==> config.mk <==
export PLATFORM = sky130hd
export DESIGN_NAME = twrq_regs
export DESIGN_NICKNAME = d
export VERILOG_FILES = /design/src/hw/twrq_regs.v /design/src/hw/twrq_axil.v
export VERILOG_INCLUDE_DIRS = /design/src /design/src/inc
export SDC_FILE = /design/constraint.sdc
export NUM_CORES = 1
export LEC_CHECK = 0
export BUFFER_PORTS_ARGS = -buffer_cell sky130_fd_sc_hd__buf_2
export CAP_MARGIN = 20
export CORE_UTILIZATION = 45
export CTS_CLUSTER_SIZE = 25
export DETAILED_ROUTE_END_ITERATION = 12
export GPL_TIMING_DRIVEN = 0
export PLACE_DENSITY_LB_ADDON = 0.25
export SLEW_MARGIN = 25
export SYNTH_ARGS = -nofsm -noshare
export SYNTH_HDL_FRONTEND = slang
export SYNTH_SLANG_ARGS = --single-unit
export TNS_END_PERCENT = 50
==> constraint.sdc <==
create_clock -name aclk -period 1.56 [get_ports aclk]
set_input_delay 0.156 -clock aclk [delete_from_list [all_inputs] [get_ports aclk]]
set_output_delay 0.156 -clock aclk [all_outputs]
set_load 0.03 [all_outputs]
==> src/inc/twrq_consts.vh <==
// register indices, field positions, reset values and codes for twrq
`ifndef TWRQ_CONSTS_VH
`define TWRQ_CONSTS_VH

// bus widths
`define TWRQ_ADDR_W 12
`define TWRQ_DATA_W 32
`define TWRQ_IDX_W 10

// register indices, byte address is four times the index
`define TWRQ_IDX_A_HIGH 10'h075
`define TWRQ_IDX_B_LOW 10'h076
`define TWRQ_IDX_B_HIGH 10'h077
`define TWRQ_IDX_CLR_A 10'h078
`define TWRQ_IDX_POST_B 10'h079

// decoded register select codes
`define TWRQ_SEL_NONE 3'h0
`define TWRQ_SEL_A_HIGH 3'h1
`define TWRQ_SEL_B_LOW 3'h2
`define TWRQ_SEL_B_HIGH 3'h3
`define TWRQ_SEL_CLR_A 3'h4
`define TWRQ_SEL_POST_B 3'h5

// reset values
`define TWRQ_RST_BYTE 8'h00
`define TWRQ_RST_SET 7'h00
`define TWRQ_RST_WORD 12'h000

// field positions
`define TWRQ_CLR_BIT 7
`define TWRQ_POST_BIT 7
`define TWRQ_SET_MSB 6
`define TWRQ_NIB_MSB 7
`define TWRQ_NIB_LSB 4
`define TWRQ_UNUSED_MSB 3

// output test selector codes for the two user words
`define TWRQ_TSEL_WORD_A 3'h6
`define TWRQ_TSEL_WORD_B 3'h7

// bus responses
`define TWRQ_RESP_OKAY 2'h0
`define TWRQ_RESP_SLVERR 2'h2

`endif

==> src/hw/twrq_regs.v <==
// test word and requantizer control register slice, top level
`timescale 1ns/10ps
`include "twrq_consts.vh"

// Contract
// [RULE_01] word b low nibble in bits 7:4
// [RULE_02] software keeps word b bits 3:0 zero
// [RULE_03] word b bits 11:4 fill 0x77
// [RULE_04] word a bits 11:4 fill its register
// [RULE_05] clear bit toggle resets both requantizers; code clears a only in single/dual mode, b only in dual mode
// [RULE_06] setting change resets that requantizer
// [RULE_07] channel a setting, bits 6:0, resets zero
// [RULE_08] dual mode applies setting a to a
// [RULE_09] 0x78 acts in single/dual modes only
// [RULE_10] bit 7 enables dual post-processing
// [RULE_11] channel b setting, bits 6:0, resets zero
// [RULE_12] dual mode applies setting b to b
// [RULE_13] test word shown only when selected
module twrq_regs (
  // clock and reset
  input wire aclk,
  input wire aresetn,
  // axi4-lite write address
  input wire [`TWRQ_ADDR_W-1:0] s_axi_awaddr,
  input wire s_axi_awvalid,
  output wire s_axi_awready,
  // axi4-lite write data
  input wire [`TWRQ_DATA_W-1:0] s_axi_wdata,
  input wire [3:0] s_axi_wstrb,
  input wire s_axi_wvalid,
  output wire s_axi_wready,
  // axi4-lite write response
  output wire [1:0] s_axi_bresp,
  output wire s_axi_bvalid,
  input wire s_axi_bready,
  // axi4-lite read address
  input wire [`TWRQ_ADDR_W-1:0] s_axi_araddr,
  input wire s_axi_arvalid,
  output wire s_axi_arready,
  // axi4-lite read data
  output wire [`TWRQ_DATA_W-1:0] s_axi_rdata,
  output wire [1:0] s_axi_rresp,
  output wire s_axi_rvalid,
  input wire s_axi_rready,
  // converter operating mode
  input wire single_ch_mode,
  input wire dual_ch_mode,
  // test pattern inputs
  input wire [2:0] output_test_select,
  input wire [3:0] test_word_a_nibble,
  // test pattern outputs
  output reg [11:0] test_data,
  output reg test_data_active,
  output reg [3:0] unused_test_pins,
  // requantizer controls
  output wire [6:0] requant_ch_a_setting,
  output wire [6:0] requant_ch_b_setting,
  output wire requant_state_clear_a,
  output wire requant_state_clear_b,
  // post-processing
  output reg dual_postproc_enable
);

  // register storage
  reg [7:0] test_word_a_high;
  reg [7:0] test_word_b_low;
  reg [7:0] test_word_b_high;
  reg [7:0] requant_clear_ch_a_cfg;
  reg [7:0] dual_postproc_ch_b_cfg;

  // previous value of the clear bit
  reg clear_bit_prev;

  // bus side wires
  wire wr_fire;
  wire [`TWRQ_IDX_W-1:0] wr_idx;
  wire [7:0] wr_byte;
  wire wr_lane0;
  wire wr_hit;
  wire [`TWRQ_IDX_W-1:0] rd_idx;
  reg [7:0] rd_byte;
  wire rd_hit;
  wire [2:0] wr_sel;
  wire [2:0] rd_sel;
  wire wr_go;

  // per channel wires
  wire [6:0] ch_setting [0:1];
  wire [1:0] ch_enable;
  wire [1:0] ch_clear;
  wire [13:0] ch_applied;
  wire clear_bit;
  wire clear_toggle;
  wire mode_ok;

  // assembled test words
  wire [11:0] word_a;
  wire [11:0] word_b;

  // index to select code
  function [2:0] reg_sel;
    input [`TWRQ_IDX_W-1:0] idx;
    begin
      case (idx)
        `TWRQ_IDX_A_HIGH: reg_sel = `TWRQ_SEL_A_HIGH;
        `TWRQ_IDX_B_LOW: reg_sel = `TWRQ_SEL_B_LOW;
        `TWRQ_IDX_B_HIGH: reg_sel = `TWRQ_SEL_B_HIGH;
        `TWRQ_IDX_CLR_A: reg_sel = `TWRQ_SEL_CLR_A;
        `TWRQ_IDX_POST_B: reg_sel = `TWRQ_SEL_POST_B;
        default: reg_sel = `TWRQ_SEL_NONE;
      endcase
    end
  endfunction

  // upper byte and lower nibble to one test word
  function [11:0] join_word;
    input [7:0] upper_byte;
    input [3:0] lower_nib;
    begin
      join_word = {upper_byte, lower_nib};
    end
  endfunction

  twrq_axil u_axil (
    .aclk(aclk),
    .aresetn(aresetn),
    .s_axi_awaddr(s_axi_awaddr),
    .s_axi_awvalid(s_axi_awvalid),
    .s_axi_awready(s_axi_awready),
    .s_axi_wdata(s_axi_wdata),
    .s_axi_wstrb(s_axi_wstrb),
    .s_axi_wvalid(s_axi_wvalid),
    .s_axi_wready(s_axi_wready),
    .s_axi_bresp(s_axi_bresp),
    .s_axi_bvalid(s_axi_bvalid),
    .s_axi_bready(s_axi_bready),
    .s_axi_araddr(s_axi_araddr),
    .s_axi_arvalid(s_axi_arvalid),
    .s_axi_arready(s_axi_arready),
    .s_axi_rdata(s_axi_rdata),
    .s_axi_rresp(s_axi_rresp),
    .s_axi_rvalid(s_axi_rvalid),
    .s_axi_rready(s_axi_rready),
    .wr_fire(wr_fire),
    .wr_idx(wr_idx),
    .wr_byte(wr_byte),
    .wr_lane0(wr_lane0),
    .wr_hit(wr_hit),
    .rd_idx(rd_idx),
    .rd_byte(rd_byte),
    .rd_hit(rd_hit)
  );

  // address decode
  assign wr_sel = reg_sel(wr_idx);
  assign rd_sel = reg_sel(rd_idx);
  assign wr_hit = (wr_sel != `TWRQ_SEL_NONE);
  assign rd_hit = (rd_sel != `TWRQ_SEL_NONE);
  assign wr_go = wr_fire & wr_lane0;

  // register writes
  always @(posedge aclk) begin
    if (!aresetn) begin
      test_word_a_high <= `TWRQ_RST_BYTE;
      test_word_b_low <= `TWRQ_RST_BYTE;
      test_word_b_high <= `TWRQ_RST_BYTE;
      requant_clear_ch_a_cfg <= `TWRQ_RST_BYTE; // [RULE_07]
      dual_postproc_ch_b_cfg <= `TWRQ_RST_BYTE; // [RULE_11]
    end else if (wr_go) begin
      case (wr_sel)
        `TWRQ_SEL_A_HIGH: begin
          test_word_a_high <= wr_byte; // [RULE_04]
        end
        `TWRQ_SEL_B_LOW: begin
          test_word_b_low <= wr_byte; // [RULE_01]
        end
        `TWRQ_SEL_B_HIGH: begin
          test_word_b_high <= wr_byte; // [RULE_03]
        end
        `TWRQ_SEL_CLR_A: begin
          requant_clear_ch_a_cfg <= wr_byte; // [RULE_07]
        end
        `TWRQ_SEL_POST_B: begin
          dual_postproc_ch_b_cfg <= wr_byte; // [RULE_10]
        end
        default: begin
          test_word_a_high <= test_word_a_high;
        end
      endcase
    end
  end

  // register reads
  always @* begin
    case (rd_sel)
      `TWRQ_SEL_A_HIGH: rd_byte = test_word_a_high;
      `TWRQ_SEL_B_LOW: rd_byte = test_word_b_low;
      `TWRQ_SEL_B_HIGH: rd_byte = test_word_b_high;
      `TWRQ_SEL_CLR_A: rd_byte = requant_clear_ch_a_cfg;
      `TWRQ_SEL_POST_B: rd_byte = dual_postproc_ch_b_cfg;
      default: rd_byte = `TWRQ_RST_BYTE;
    endcase
  end

  // clear bit edge in either direction
  always @(posedge aclk) begin
    if (!aresetn) begin
      clear_bit_prev <= 1'b0;
    end else begin
      clear_bit_prev <= clear_bit;
    end
  end

  assign clear_bit = requant_clear_ch_a_cfg[`TWRQ_CLR_BIT];
  assign clear_toggle = clear_bit ^ clear_bit_prev; // [RULE_05]
  assign mode_ok = single_ch_mode | dual_ch_mode; // [RULE_09]

  // channel settings and where each applies
  assign ch_setting[0] = requant_clear_ch_a_cfg[`TWRQ_SET_MSB:0];
  assign ch_setting[1] = dual_postproc_ch_b_cfg[`TWRQ_SET_MSB:0];
  assign ch_enable[0] = mode_ok; // [RULE_08] [RULE_09]
  assign ch_enable[1] = dual_ch_mode; // [RULE_12]

  // per channel apply and state clear
  genvar ch;
  generate
    for (ch = 0; ch < 2; ch = ch + 1) begin : g_ch
      reg [6:0] applied;
      reg clear_pulse;
      wire [6:0] next_applied;
      wire toggle_hit;
      wire set_change;
      assign next_applied = ch_enable[ch] ? ch_setting[ch] : `TWRQ_RST_SET;
      assign toggle_hit = ch_enable[ch] & clear_toggle; // [RULE_05]
      assign set_change = (next_applied != applied); // [RULE_06]
      always @(posedge aclk) begin
        if (!aresetn) begin
          applied <= `TWRQ_RST_SET;
          clear_pulse <= 1'b0;
        end else begin
          applied <= next_applied;
          clear_pulse <= toggle_hit | set_change; // [RULE_05] [RULE_06]
        end
      end
      assign ch_applied[ch*7 +: 7] = applied;
      assign ch_clear[ch] = clear_pulse;
    end
  endgenerate

  assign requant_ch_a_setting = ch_applied[6:0];
  assign requant_ch_b_setting = ch_applied[13:7];
  assign requant_state_clear_a = ch_clear[0];
  assign requant_state_clear_b = ch_clear[1];

  // word assembly from upper byte and lower nibble
  assign word_a = join_word(test_word_a_high, test_word_a_nibble); // [RULE_04]
  assign word_b = join_word(test_word_b_high,
    test_word_b_low[`TWRQ_NIB_MSB:`TWRQ_NIB_LSB]); // [RULE_01]

  // test pattern output
  always @(posedge aclk) begin
    if (!aresetn) begin
      test_data <= `TWRQ_RST_WORD;
      test_data_active <= 1'b0;
    end else begin
      case (output_test_select)
        `TWRQ_TSEL_WORD_A: begin
          test_data <= word_a; // [RULE_13]
          test_data_active <= 1'b1;
        end
        `TWRQ_TSEL_WORD_B: begin
          test_data <= word_b; // [RULE_13]
          test_data_active <= 1'b1;
        end
        default: begin
          test_data <= `TWRQ_RST_WORD;
          test_data_active <= 1'b0;
        end
      endcase
    end
  end

  // low bits pass to the unmonitored test pins as written
  always @(posedge aclk) begin
    if (!aresetn) begin
      unused_test_pins <= 4'h0;
    end else begin
      unused_test_pins <= test_word_b_low[`TWRQ_UNUSED_MSB:0];
    end
  end

  // post-processing enable, dual mode only
  always @(posedge aclk) begin
    if (!aresetn) begin
      dual_postproc_enable <= 1'b0;
    end else begin
      dual_postproc_enable <= dual_ch_mode
        & dual_postproc_ch_b_cfg[`TWRQ_POST_BIT]; // [RULE_10]
    end
  end

endmodule

==> src/hw/twrq_axil.v <==
// axi4-lite slave front end for the twrq register slice
`timescale 1ns/10ps
`include "twrq_consts.vh"

module twrq_axil (
  // clock and reset
  input wire aclk,
  input wire aresetn,
  // write address channel
  input wire [`TWRQ_ADDR_W-1:0] s_axi_awaddr,
  input wire s_axi_awvalid,
  output wire s_axi_awready,
  // write data channel
  input wire [`TWRQ_DATA_W-1:0] s_axi_wdata,
  input wire [3:0] s_axi_wstrb,
  input wire s_axi_wvalid,
  output wire s_axi_wready,
  // write response channel
  output reg [1:0] s_axi_bresp,
  output reg s_axi_bvalid,
  input wire s_axi_bready,
  // read address channel
  input wire [`TWRQ_ADDR_W-1:0] s_axi_araddr,
  input wire s_axi_arvalid,
  output wire s_axi_arready,
  // read data channel
  output reg [`TWRQ_DATA_W-1:0] s_axi_rdata,
  output reg [1:0] s_axi_rresp,
  output reg s_axi_rvalid,
  input wire s_axi_rready,
  // register file side
  output wire wr_fire,
  output wire [`TWRQ_IDX_W-1:0] wr_idx,
  output wire [7:0] wr_byte,
  output wire wr_lane0,
  input wire wr_hit,
  output wire [`TWRQ_IDX_W-1:0] rd_idx,
  input wire [7:0] rd_byte,
  input wire rd_hit
);

  reg aw_held;
  reg w_held;
  reg [`TWRQ_ADDR_W-1:0] aw_addr;
  reg [7:0] w_byte;
  reg w_lane0;

  assign s_axi_awready = ~aw_held & ~s_axi_bvalid;
  assign s_axi_wready = ~w_held & ~s_axi_bvalid;
  assign s_axi_arready = ~s_axi_rvalid;
  assign wr_fire = aw_held & w_held & ~s_axi_bvalid;
  assign wr_idx = aw_addr[`TWRQ_ADDR_W-1:2];
  assign wr_byte = w_byte;
  assign wr_lane0 = w_lane0;
  assign rd_idx = s_axi_araddr[`TWRQ_ADDR_W-1:2];

  // write path: address and data in either order
  always @(posedge aclk) begin
    if (!aresetn) begin
      aw_held <= 1'b0;
      w_held <= 1'b0;
      aw_addr <= {`TWRQ_ADDR_W{1'b0}};
      w_byte <= `TWRQ_RST_BYTE;
      w_lane0 <= 1'b0;
      s_axi_bvalid <= 1'b0;
      s_axi_bresp <= `TWRQ_RESP_OKAY;
    end else begin
      if (s_axi_awvalid && s_axi_awready) begin
        aw_held <= 1'b1;
        aw_addr <= s_axi_awaddr;
      end
      if (s_axi_wvalid && s_axi_wready) begin
        w_held <= 1'b1;
        w_byte <= s_axi_wdata[7:0];
        w_lane0 <= s_axi_wstrb[0];
      end
      if (wr_fire) begin
        aw_held <= 1'b0;
        w_held <= 1'b0;
        s_axi_bvalid <= 1'b1;
        s_axi_bresp <= wr_hit ? `TWRQ_RESP_OKAY : `TWRQ_RESP_SLVERR;
      end else if (s_axi_bvalid && s_axi_bready) begin
        s_axi_bvalid <= 1'b0;
      end
    end
  end

  // read path: data one cycle after the address is taken
  always @(posedge aclk) begin
    if (!aresetn) begin
      s_axi_rvalid <= 1'b0;
      s_axi_rdata <= {`TWRQ_DATA_W{1'b0}};
      s_axi_rresp <= `TWRQ_RESP_OKAY;
    end else if (s_axi_arvalid && s_axi_arready) begin
      s_axi_rvalid <= 1'b1;
      s_axi_rdata <= {24'h000000, rd_byte};
      s_axi_rresp <= rd_hit ? `TWRQ_RESP_OKAY : `TWRQ_RESP_SLVERR;
    end else if (s_axi_rvalid && s_axi_rready) begin
      s_axi_rvalid <= 1'b0;
    end
  end

endmodule

==> results of run 1 <==
## layer usage
| layer | vias up | part of all wire [%] | global-route usage, % | wire length (um) |
|---|---|---|---|---|
| met5 | - | 0 | 0 | 0 |
| met1 | 1705 | 48 | 27.4 | 4970 |
| met3 | 12 | 5.2 | 3.12 | 542 |
| met4 | 0 | 1.5 | 8.02 | 155 |
| met2 | 120 | 45 | 32.0 | 4720 |
| li1 | 1923 | - | - | - |
## power by group through the flow
stage / Sequential (uW) / Combinational, uW / Clock [uW]
detailed placement: 2900 / 499 / 0
floorplan: 2910 / 344 / 0
global route: 2850 / 556 / 1990
global placement: 2900 / 492 / 0
finish: 2840 / 509 / 1850
CTS: 2840 / 505 / 1880
## through the flow
stage               hold slack [ns]  setup slack (ns)
finish                       0.0147            -0.159
global route                 0.0103            -0.262
CTS                         0.00556            -0.151
detailed placement            0.344            -0.333
global placement              0.341            -0.295
floorplan                     0.255           -0.0940
## worst register-to-register path, delay by kind of cell, from the launching register on
family,cells,cell delay (ns)
flops,1,0.33
mux,1,0.16
simple gates,3,1.11
## placed cells by master (no fill, tap or decap), types with 14 or more instances in the layout
master / count
nand2_1: 98
mux2i_1: 60
buf_2: 93
and3_1: 14
dfxtp_1: 104
conb_1: 26
a21oi_1: 27
nor2_1: 28
buf_4: 28
o21ai_0: 15
clkbuf_1: 19
## final cells by class
cell class                      count  area [um2]
Clock buffer                       12         145
Sequential cell                   108        2170
Multi-Input combinational cell    350        2160
Fill cell                         907        4210
Buffer                             53         329
Tap cell                          133         166
Clock inverter                      4        72.6
Inverter                           12        45.0
Timing Repair Buffer               94         480
## state kept, by name (all words and copies together), names as in the netlist, 8 cells and up
register and cells:
test_data 12, u_axil.aw_addr 10, dual_postproc_ch_b_cfg 8, requant_clear_ch_a_cfg 8, test_word_a_high 8, test_word_b_high 8, test_word_b_low 8, u_axil.s_axi_rdata 8
u_axil.wr_byte 8
## cell families after synthesis
group,after synthesis
xor+xnor,7
compound gates,77
flops,108
simple gates,172
buf+inv,66
mux,68
other cells,1
## worst max-delay path by stage
stage	from	cells after the start	slack, ns	endpoint
2_1_floorplan	u_axil.aw_addr[11]$_SDFFE_PN0P_	5	-0.09	requant_clear_ch_a_cfg[0]$_SDFFE_PN0P_
3_3_place_gp	s_axi_araddr[3]	6	-0.29	u_axil.s_axi_rdata[3]$_SDFFE_PN0P_
3_5_place_dp	s_axi_araddr[3]	6	-0.33	u_axil.s_axi_rdata[1]$_SDFFE_PN0P_
4_1_cts	u_axil.aw_addr[11]$_SDFFE_PN0P_	4	-0.15	requant_clear_ch_a_cfg[7]$_SDFFE_PN0P_
5_1_grt	u_axil.aw_addr[11]$_SDFFE_PN0P_	4	-0.26	requant_clear_ch_a_cfg[7]$_SDFFE_PN0P_
6_report	u_axil.aw_addr[11]$_SDFFE_PN0P_	4	-0.16	requant_clear_ch_a_cfg[7]$_SDFFE_PN0P_
## timing repair
action	in CTS	in global routing
hold buffers	1	0
endpoints found under the hold margin	1	0
gates resized for setup	7	10
setup endpoints to repair	40	48
setup buffers	2	0
pin swaps	5	4
==> results.yml, run 1 <==
power_and_ir_drop:
  clock_power_share_pct: 35.6
  cellLeakagePower_uw: 0.00251
  post-layout-total-power_uw: 5190
  seq_power_share_pct: 54.6
  power_density_nw_per_um2: 933
  p_int_uw: 3920
  netSwitchingFraction_pct: 24.4
  p_switching_uw: 1270
  share_comb_of_total_power_pct: 9.8
  peakVddDrop_uv: 506
synthesis:
  synth_area_in_xor_xnor_pct: 1.34
  syn_avg_cell_area_um2: 9.14
  cell_taking_the_most_area_after_synthesis: "dfxtp_1"
  synthSimpleGateAreaFrac_pct: 17.5
  synthesis.instances: 499
  synth_top_family_by_area: "simple AND/OR/NAND/NOR gates"
  mappedNetlistArea_um2: 4560
  postSynth.asyncResetShare_pct: 0
  synth_top_cell_area_share_pct: 47.4
  synth_warnings: 0
  unique_masters_post_synth: 43
  dominantRegCellSynth: "dfxtp_1"
  synth_most_common_cell: "dfxtp_1"
  yosys_register_bits: 108
  synth_top_cells_by_area: "dfxtp_1, mux2i_1, nand2_1"
  synth_seq_area_share_pct: 47.4
  post_synthesis_compound_gate_area_fraction_pct: 10.6
  adder_cell_share_of_the_synthesized_area_pct: 0
  post_synth_mux_area_share_pct: 15.1
  synth_edf_count: 0
  synth_top_cells_by_count: "dfxtp_1, nand2_1, mux2i_1"
min_path:
  min_path_type: "input pin to flop"
  timing.hold.worst.start: "s_axi_awaddr[11]"
  hold-path-endpoint: "u_axil.aw_addr[11]$_SDFFE_PN0P_"
  holdPathStages: 3
final_layout:
  antenna-diode-count: 0
  fin_cells: 766
  final_cell_area_um2: 5570
  layout.nets: 704
  layout-drive-gt1-share_pct: 25.4
  final_core_util_pct: 56.9
  area_growth_pct: 22.1
clock_tree:
  clock_tree.htree_level_count: 3
  clk_transition_reported_paths_ns: 0.10
  worstSkewPairLatency_ns: 0.37
  cts_buffer_depth: 2
  cts_sinks: 108
  tritoncts: "built"
  cts-root-buf: "clkbuf_8"
  cts-buffers-inserted: 9
worst_setup_path:
  worstPathCellList: "nand4b_1 -> or3_4 -> or4_4 -> mux2i_1"
  timing.critical_path.buf_inv: 0
  timing.setup.critical_path_class: "flop to flop"
  timing.critical_path.slowest_stage_cell: "or4_4"
  critPathRequiredTime_ns: 1.80
  cp_data_arrival_time_ns: 1.96
  timing.critical_path.max_delay_family: "simple AND/OR/NAND/NOR gates"
  r2r_setup_slack_ns: -0.16
  cpPeakStageDelay_ns: 0.53
  worst_setup_path_end_kind: "flop"
  r2r_start: "u_axil.aw_addr[11]$_SDFFE_PN0P_"
  worst-r2r-cell-count: 4
  timing.critical_path.fanout_max: 8
  critical_path_source_type: "flop"
  worst_r2r_endpoint: "requant_clear_ch_a_cfg[7]$_SDFFE_PN0P_"
placed_design:
  post-dp-hpwl_mm: 7.74
  io_port_bufs: 91
  routability_congestion_estimate: 0.797
  dp_cells: 748
  placed_area_um2: 5290
outcome:
  status: "complete, but fails checks"
  failing_checks: "negative setup slack"
die:
  fp.dieW_um: 103
  fp.dieArea_um2: 10500
  placeableCoreArea_um2: 9770
  design.portCount: 151
  standard_cell_rows: 36
  fp.dieH_um: 103
  initial_utilization_pct: 46.6
route:
  detail-route-antenna-nets: 0
  initialDrtViolationCount: 218
  vias: 3760
  drt_pre_antenna_iters: 5
  number_of_drc_violations_after_detailed_routing: 0
  average_routed_wire_per_standard_cell_um: 13.6
  detail_route.vias_per_cell: 4.91
  routed_wirelength_mm: 10.4
sta:
  skew_ns: 0.00942
  finalCriticalPeriod_ns: 1.72
  final.setup.worst_slack_ns: -0.159
  finalCritPeriodShare_pct: 110
  final.setup.tns_ns: -1.76
  tightestPinTransition_ns: 0.711
  hold_viol_final: 0
  clock.fmax_mhz: 582
  final-max-slew-violation-count: 0
  setup-violations-final: 30
  grt_setup_unrepaired: "true"
  maxSlewHeadroom_pct: 52.6
run:
  timing.max_cap.violations: 0
global_route:
  grt_overflow_total: 0
  antenna_found_initial: 0
  first_global_vias: 3279
  track_usage_pct: 20.2
  grt_pass1_wl_mm: 16.0
  grt_max_degree: 17
(Power assumes the default switching activity.)
==> run 2, diff against run 1 <==
Settings changed: PLACE_DENSITY set to 0.75, PLACE_DENSITY_LB_ADDON 0.25 to unset.
==> run 2 against run 1 <==
Against the previous run:
- flip-flop and latch count did not move
- cell count fell by 0.13%
- combinational power barely moved
- clock power fell by 5%
- power fell by 1.8%
- first-iteration DRC count fell by 7.8%
- the run ends with negative hold slack, negative setup slack left
==> results.yml, run 2 (synthesis results as in run 1) <==
final_layout:
  layout-drive-gt1-share_pct: 25.5
  leading_cell_types_in_the_layout_fill_and_taps_excluded: "dfxtp_1, nand2_1, buf_2"
  largest_register_ffs: 12
  mostFrequentLayoutCell: "dfxtp_1"
  area_growth_pct: 21.7
  antenna-diode-count: 0
  registers.top_by_ff_count: "test_data"
  layout.nets: 703
  largestRegisters: "test_data: 12 flops, u_axil.aw_addr: 10 flops"
global_route:
  track_usage_pct: 21.1
  grt_pass1_wl_mm: 16.9
  antenna_found_initial: 0
  grt_max_degree: 18
  grt_overflow_total: 0
  first_global_vias: 3585
worst_setup_path:
  timing.critical_path.max_delay_family: "simple AND/OR/NAND/NOR gates"
  critPathRequiredTime_ns: 1.81
  timing.critical_path.buf_inv: 0
  worst_setup_path_end_kind: "flop"
  critical_path_source_type: "flop"
  timing.setup.critical_path_class: "flop to flop"
  timing.critical_path.fanout_max: 8
  cpPeakStageDelay_ns: 0.53
  worstPathCellList: "nand4b_1 -> or3_1 -> or4_4 -> mux2i_1"
  timing.critical_path.slowest_stage_cell: "or4_4"
  cp_data_arrival_time_ns: 1.99
route:
  number_of_drc_violations_after_detailed_routing: 0
  detail_route.vias_per_cell: 4.96
  topRoutingLayerUsed: "met4"
  route.met3.wl_um: 603
  vias: 3791
  wl_met1_mm: 4.86
  detail-route-antenna-nets: 0
  average_routed_wire_per_standard_cell_um: 13.9
  routed_wirelength_mm: 10.6
  drt_pre_antenna_iters: 4
  initialDrtViolationCount: 201
  route.met2.wl_mm: 4.97
die:
  design.portCount: 151
  placeableCoreArea_um2: 9770
  fp.dieArea_um2: 10500
  standard_cell_rows: 36
  fp.dieH_um: 103
  fp.dieW_um: 103
  initial_utilization_pct: 46.6
power_and_ir_drop:
  power_density_nw_per_um2: 920
  cellLeakagePower_uw: 0.00250
  post-layout-total-power_uw: 5100
  peakVddDrop_uv: 577
placed_design:
  io_port_bufs: 91
  routability_congestion_estimate: 0.808
  post-dp-hpwl_mm: 7.94
sta:
  grt_setup_unrepaired: "true"
  skew_ns: 0.00905
  tightestPinTransition_ns: 0.714
  final.setup.worst_slack_ns: -0.180
  final-max-slew-violation-count: 0
  clock.fmax_mhz: 575
  finalCriticalPeriod_ns: 1.74
  setup-violations-final: 39
  hold-worst-slack_ns: -0.000435
  hold_viol_final: 1
  maxSlewHeadroom_pct: 52.4
  finalCritPeriodShare_pct: 112
clock_tree:
  tritoncts: "built"
  cts-buffers-inserted: 9
  clk_transition_reported_paths_ns: 0.10
  worstSkewPairLatency_ns: 0.37
  cts-root-buf: "clkbuf_8"
  cts_buffer_depth: 2
  cts_sinks: 108
  clock_tree.htree_level_count: 3
outcome:
  failing_checks: "negative hold slack, negative setup slack"
  status: "complete, but fails checks"
run:
  timing.max_cap.violations: 0
min_path:
  min_path_type: "input pin to flop"
## run 2: cell types whose count changed in the layout (fill, tap and decap cells not counted), moves of 2 or more
cell and delta:
o21ai_0 -2, clkbuf_1 -2, o21ai_1 +2, dfxtp_1 +2, clkinv_4 +2
## run 2: report_power, final
part	switching, uW	total, uW	internal (uW)
sequential	36.4	2840	2800
clock	923	1760	833
combinational	334	507	173
total	1290	5100	3810
## run 2: final timing paths
path | from | endpoint | slack [ns] | cells past startpoint
hold reg to reg | u_axil.s_axi_rdata[2]$_SDFFE_PN0P_ | u_axil.s_axi_rdata[2]$_SDFFE_PN0P_ | 0.45 | 2
setup reg to reg | u_axil.aw_addr[11]$_SDFFE_PN0P_ | requant_clear_ch_a_cfg[1]$_SDFFE_PN0P_ | -0.18 | 4
hold / removal | s_axi_awaddr[11] | u_axil.aw_addr[11]$_SDFFE_PN0P_ | -0.0004 | 3
setup / recovery | u_axil.aw_addr[11]$_SDFFE_PN0P_ | requant_clear_ch_a_cfg[1]$_SDFFE_PN0P_ | -0.18 | 4
## run 2: tightest hold or removal path, delay by kind of cell
family / cells / cell delay (ns)
AO/OA/AOI/OAI: 1 / 0.05
buffers and inverters: 1 / 0.09
AND/OR/NAND/NOR: 1 / 0.04
## run 2: per-layer routing
| layer | GRT usage, % | vias to the layer above |
|---|---|---|
| li1 | - | 1907 |
| met1 | 27.0 | 1743 |
| met2 | 35.8 | 126 |
| met3 | 3.39 | 15 |
| met4 | 8.13 | 0 |
| met5 | 0 | - |
## run 2: what timing repair did
| action | 4_1_cts | 5_1_grt |
|---|---|---|
| hold endpoints to repair | 1 | 0 |
| pin swaps | 7 | 2 |
| hold buffers | 1 | 0 |
| setup buffers | 2 | 0 |
| gates resized for setup | 6 | 10 |
| endpoints found under the setup margin | 40 | 49 |
## run 2: layout make-up
class                      instances  area, um2
fill                             884       4230
clock inverter                     5       60.1
clock buffer                      11        151
multi-input combinational        350       2160
buffer                            52        318
tap                              133        166
inverter                          12       45.0
timing repair buffer              94        480
sequential                       108       2160
## run 2: per-stage QoR
step                area [um2]  std cells  TNS, ns  utilization (%)  setup slack (ns)
finish                    5550        765    -3.13             56.7            -0.180
global route              5550        765    -7.75             56.7            -0.261
CTS                       5540        766    -2.89             56.7            -0.168
detailed placement        5290        748    -7.80             54.1            -0.354
global placement          5290        748    -4.73             54.1            -0.283
floorplan                 4670        524   -0.799                -           -0.0940
==> run 3, diff against run 2 <==
Settings changed: BUFFER_PORTS_ARGS -buffer_cell sky130_fd_sc_hd__buf_2 to unset, CORE_UTILIZATION 45 to 60, DONT_BUFFER_PORTS set to 1, PLACE_DENSITY 0.75 to 0.76.
Clock period 1.56 ns to 2.2 ns, I/O delays scaled along.
==> run 3 against run 2 <==
Against the previous run:
- the run now ends clean
- non-clock buffer count shrank 76
- global-route usage is 4.4 points higher
- final area fell by 6.4%
- highest routed layer unchanged
==> results.yml, run 3 (synthesis results as in run 1) <==
die:
  fp.dieW_um: 89.2
  fp.dieArea_um2: 7950
  design.portCount: 151
  standard_cell_rows: 31
  fp.dieH_um: 89.2
  initial_utilization_pct: 62.5
  placeableCoreArea_um2: 7290
outcome:
  status: "completed"
route:
  detail-route-antenna-nets: 0
  vias: 3560
  detail_route.vias_per_cell: 5.44
  drt_pre_antenna_iters: 5
  number_of_drc_violations_after_detailed_routing: 0
  routed_wirelength_mm: 10.2
  initialDrtViolationCount: 151
  average_routed_wire_per_standard_cell_um: 15.6
worst_setup_path:
  worstPathCellList: "nand4b_1 -> nor4_2 -> and4_1 -> buf_2 -> mux2i_1"
  worst_r2r_endpoint: "dual_postproc_ch_b_cfg[6]$_SDFFE_PN0P_"
  timing.setup.critical_path_class: "flop to flop"
  worst_setup_path_end_kind: "flop"
  critical_path_source_type: "flop"
  r2r_setup_slack_ns: 0.21
  cp_data_arrival_time_ns: 2.28
  timing.critical_path.slowest_stage_cell: "dfxtp_1"
  timing.critical_path.fanout_max: 8
  r2r_start: "u_axil.s_axi_bvalid$_SDFFE_PN0P_"
  worst-r2r-cell-count: 5
  critPathRequiredTime_ns: 2.48
  cpPeakStageDelay_ns: 0.46
sta:
  final-max-slew-violation-count: 0
  maxSlewHeadroom_pct: 53.2
  setup-violations-final: 0
  tightestPinTransition_ns: 0.703
  finalCritPeriodShare_pct: 90.6
  hold_viol_final: 0
  clock.fmax_mhz: 501
  finalCriticalPeriod_ns: 1.99
  grt_setup_unrepaired: "false"
  skew_ns: 0.00710
  final.setup.tns_ns: 0
global_route:
  first_global_vias: 3143
  grt_overflow_total: 0
  antenna_found_initial: 0
  grt_max_degree: 17
  grt_pass1_wl_mm: 15.0
  track_usage_pct: 25.5
placed_design:
  post-dp-hpwl_mm: 7.34
  routability_congestion_estimate: 0.846
  io_port_bufs: 0
  dp_cells: 623
final_layout:
  registers.top_by_ff_count: "test_data"
  leading_cell_types_in_the_layout_fill_and_taps_excluded: "dfxtp_1, nand2_1, mux2i_1"
  layout.nets: 627
  layout-drive-gt1-share_pct: 11.3
  area_growth_pct: 13.9
  largest_register_ffs: 12
  fin_cells: 655
  largestRegisters: "test_data: 12 flops, u_axil.aw_addr: 10 flops"
  mostFrequentLayoutCell: "dfxtp_1"
  antenna-diode-count: 0
power_and_ir_drop:
  clock_power_share_pct: 38.2
  cellLeakagePower_uw: 0.00215
  post-layout-total-power_uw: 3790
  netSwitchingFraction_pct: 23.3
  p_switching_uw: 882
  peakVddDrop_uv: 415
  share_comb_of_total_power_pct: 8.4
  p_int_uw: 2910
  power_density_nw_per_um2: 730
  seq_power_share_pct: 53.4
min_path:
  timing.hold.worst.start: "test_word_a_nibble[3]"
  hold-path-endpoint: "test_data[3]$_SDFF_PN0_"
  holdPathStages: 2
  min_path_type: "input pin to flop"
clock_tree:
  cts-buffers-inserted: 9
  worstSkewPairLatency_ns: 0.36
  clock_tree.htree_level_count: 3
  clk_transition_reported_paths_ns: 0.10
  cts_sinks: 108
  cts-root-buf: "clkbuf_8"
  tritoncts: "built"
  cts_buffer_depth: 2
run:
  timing.max_cap.violations: 0
[run 3: cell types whose count changed in the layout (fill, tap and decap cells not counted), moves of 2 or more]
cell / change
buf_2: -87
buf_4: -2
buf_6: -2
bufinv_16: +2
clkinv_4: -2
dfxtp_1: +2
dfxtp_2: -2
dlygate4sd3_1: +15
o21ai_0: +6
o21ai_1: -5
[run 3: worst max path at each step]
stage	from	to	cells after the start
after floorplan	u_axil.s_axi_bvalid$_SDFFE_PN0P_	test_word_a_high[0]$_SDFFE_PN0P_	5
after global placement	u_axil.s_axi_bvalid$_SDFFE_PN0P_	dual_postproc_ch_b_cfg[3]$_SDFFE_PN0P_	5
after detailed placement	u_axil.s_axi_bvalid$_SDFFE_PN0P_	dual_postproc_ch_b_cfg[6]$_SDFFE_PN0P_	5
after CTS	u_axil.s_axi_bvalid$_SDFFE_PN0P_	dual_postproc_ch_b_cfg[6]$_SDFFE_PN0P_	5
after global routing	u_axil.s_axi_bvalid$_SDFFE_PN0P_	dual_postproc_ch_b_cfg[6]$_SDFFE_PN0P_	5
final	u_axil.s_axi_bvalid$_SDFFE_PN0P_	dual_postproc_ch_b_cfg[6]$_SDFFE_PN0P_	5
[run 3: repair_timing]
| action | 4_1_cts | 5_1_grt |
|---|---|---|
| hold endpoints to repair | 16 | 0 |
| buffers inserted | 0 | 0 |
| resized for setup | 0 | 1 |
| setup endpoints to repair | 0 | 9 |
| hold buffers | 16 | 0 |
[run 3: critical path, delay by kind of cell, from the launching register on]
family        cells  cell delay [ns]
buf+inv           1             0.28
mux               1             0.23
simple gates      3             0.94
flops             1             0.46
[run 3: power groups by stage]
| stage | Sequential (uW) | Clock (uW) | Combinational, uW |
|---|---|---|---|
| after floorplan | 2060 | 0 | 244 |
| after global placement | 2070 | 0 | 284 |
| after detailed placement | 2070 | 0 | 290 |
| final | 2030 | 1450 | 318 |
| after global routing | 2030 | 1540 | 344 |
| after CTS | 2020 | 1460 | 313 |
[run 3: area by class of cell]
class	instances	area, um2
plain buffers	54	315
clock buffers	12	155
multi-input cells	350	2140
inverters	12	45.0
well taps	99	124
flip-flops and latches	108	2160
clock inverters	4	95.1
repair buffers	16	160
fillers	571	2100
[run 3: through the flow]
stage                     setup slack, ns  utilization, %  instance area [um2]  hold slack, ns
after CTS                           0.102            71.1                 5190         0.00269
after global placement              0.199            65.5                 4780           0.322
after detailed placement            0.121            65.5                 4780           0.325
after floorplan                     0.474               -                 4650           0.319
final                               0.206            71.2                 5190         0.00701
after global routing                0.111            71.2                 5190         0.00595
[run 3: per-layer routing]
layer / up-vias / track usage, % / wire length [um]
li1: 1759 / - / -
met1: 1654 / 32.8 / 4450
met2: 134 / 42.7 / 5030
met3: 13 / 4.62 / 572
met4: 0 / 10.1 / 151
met5: - / 0 / 0
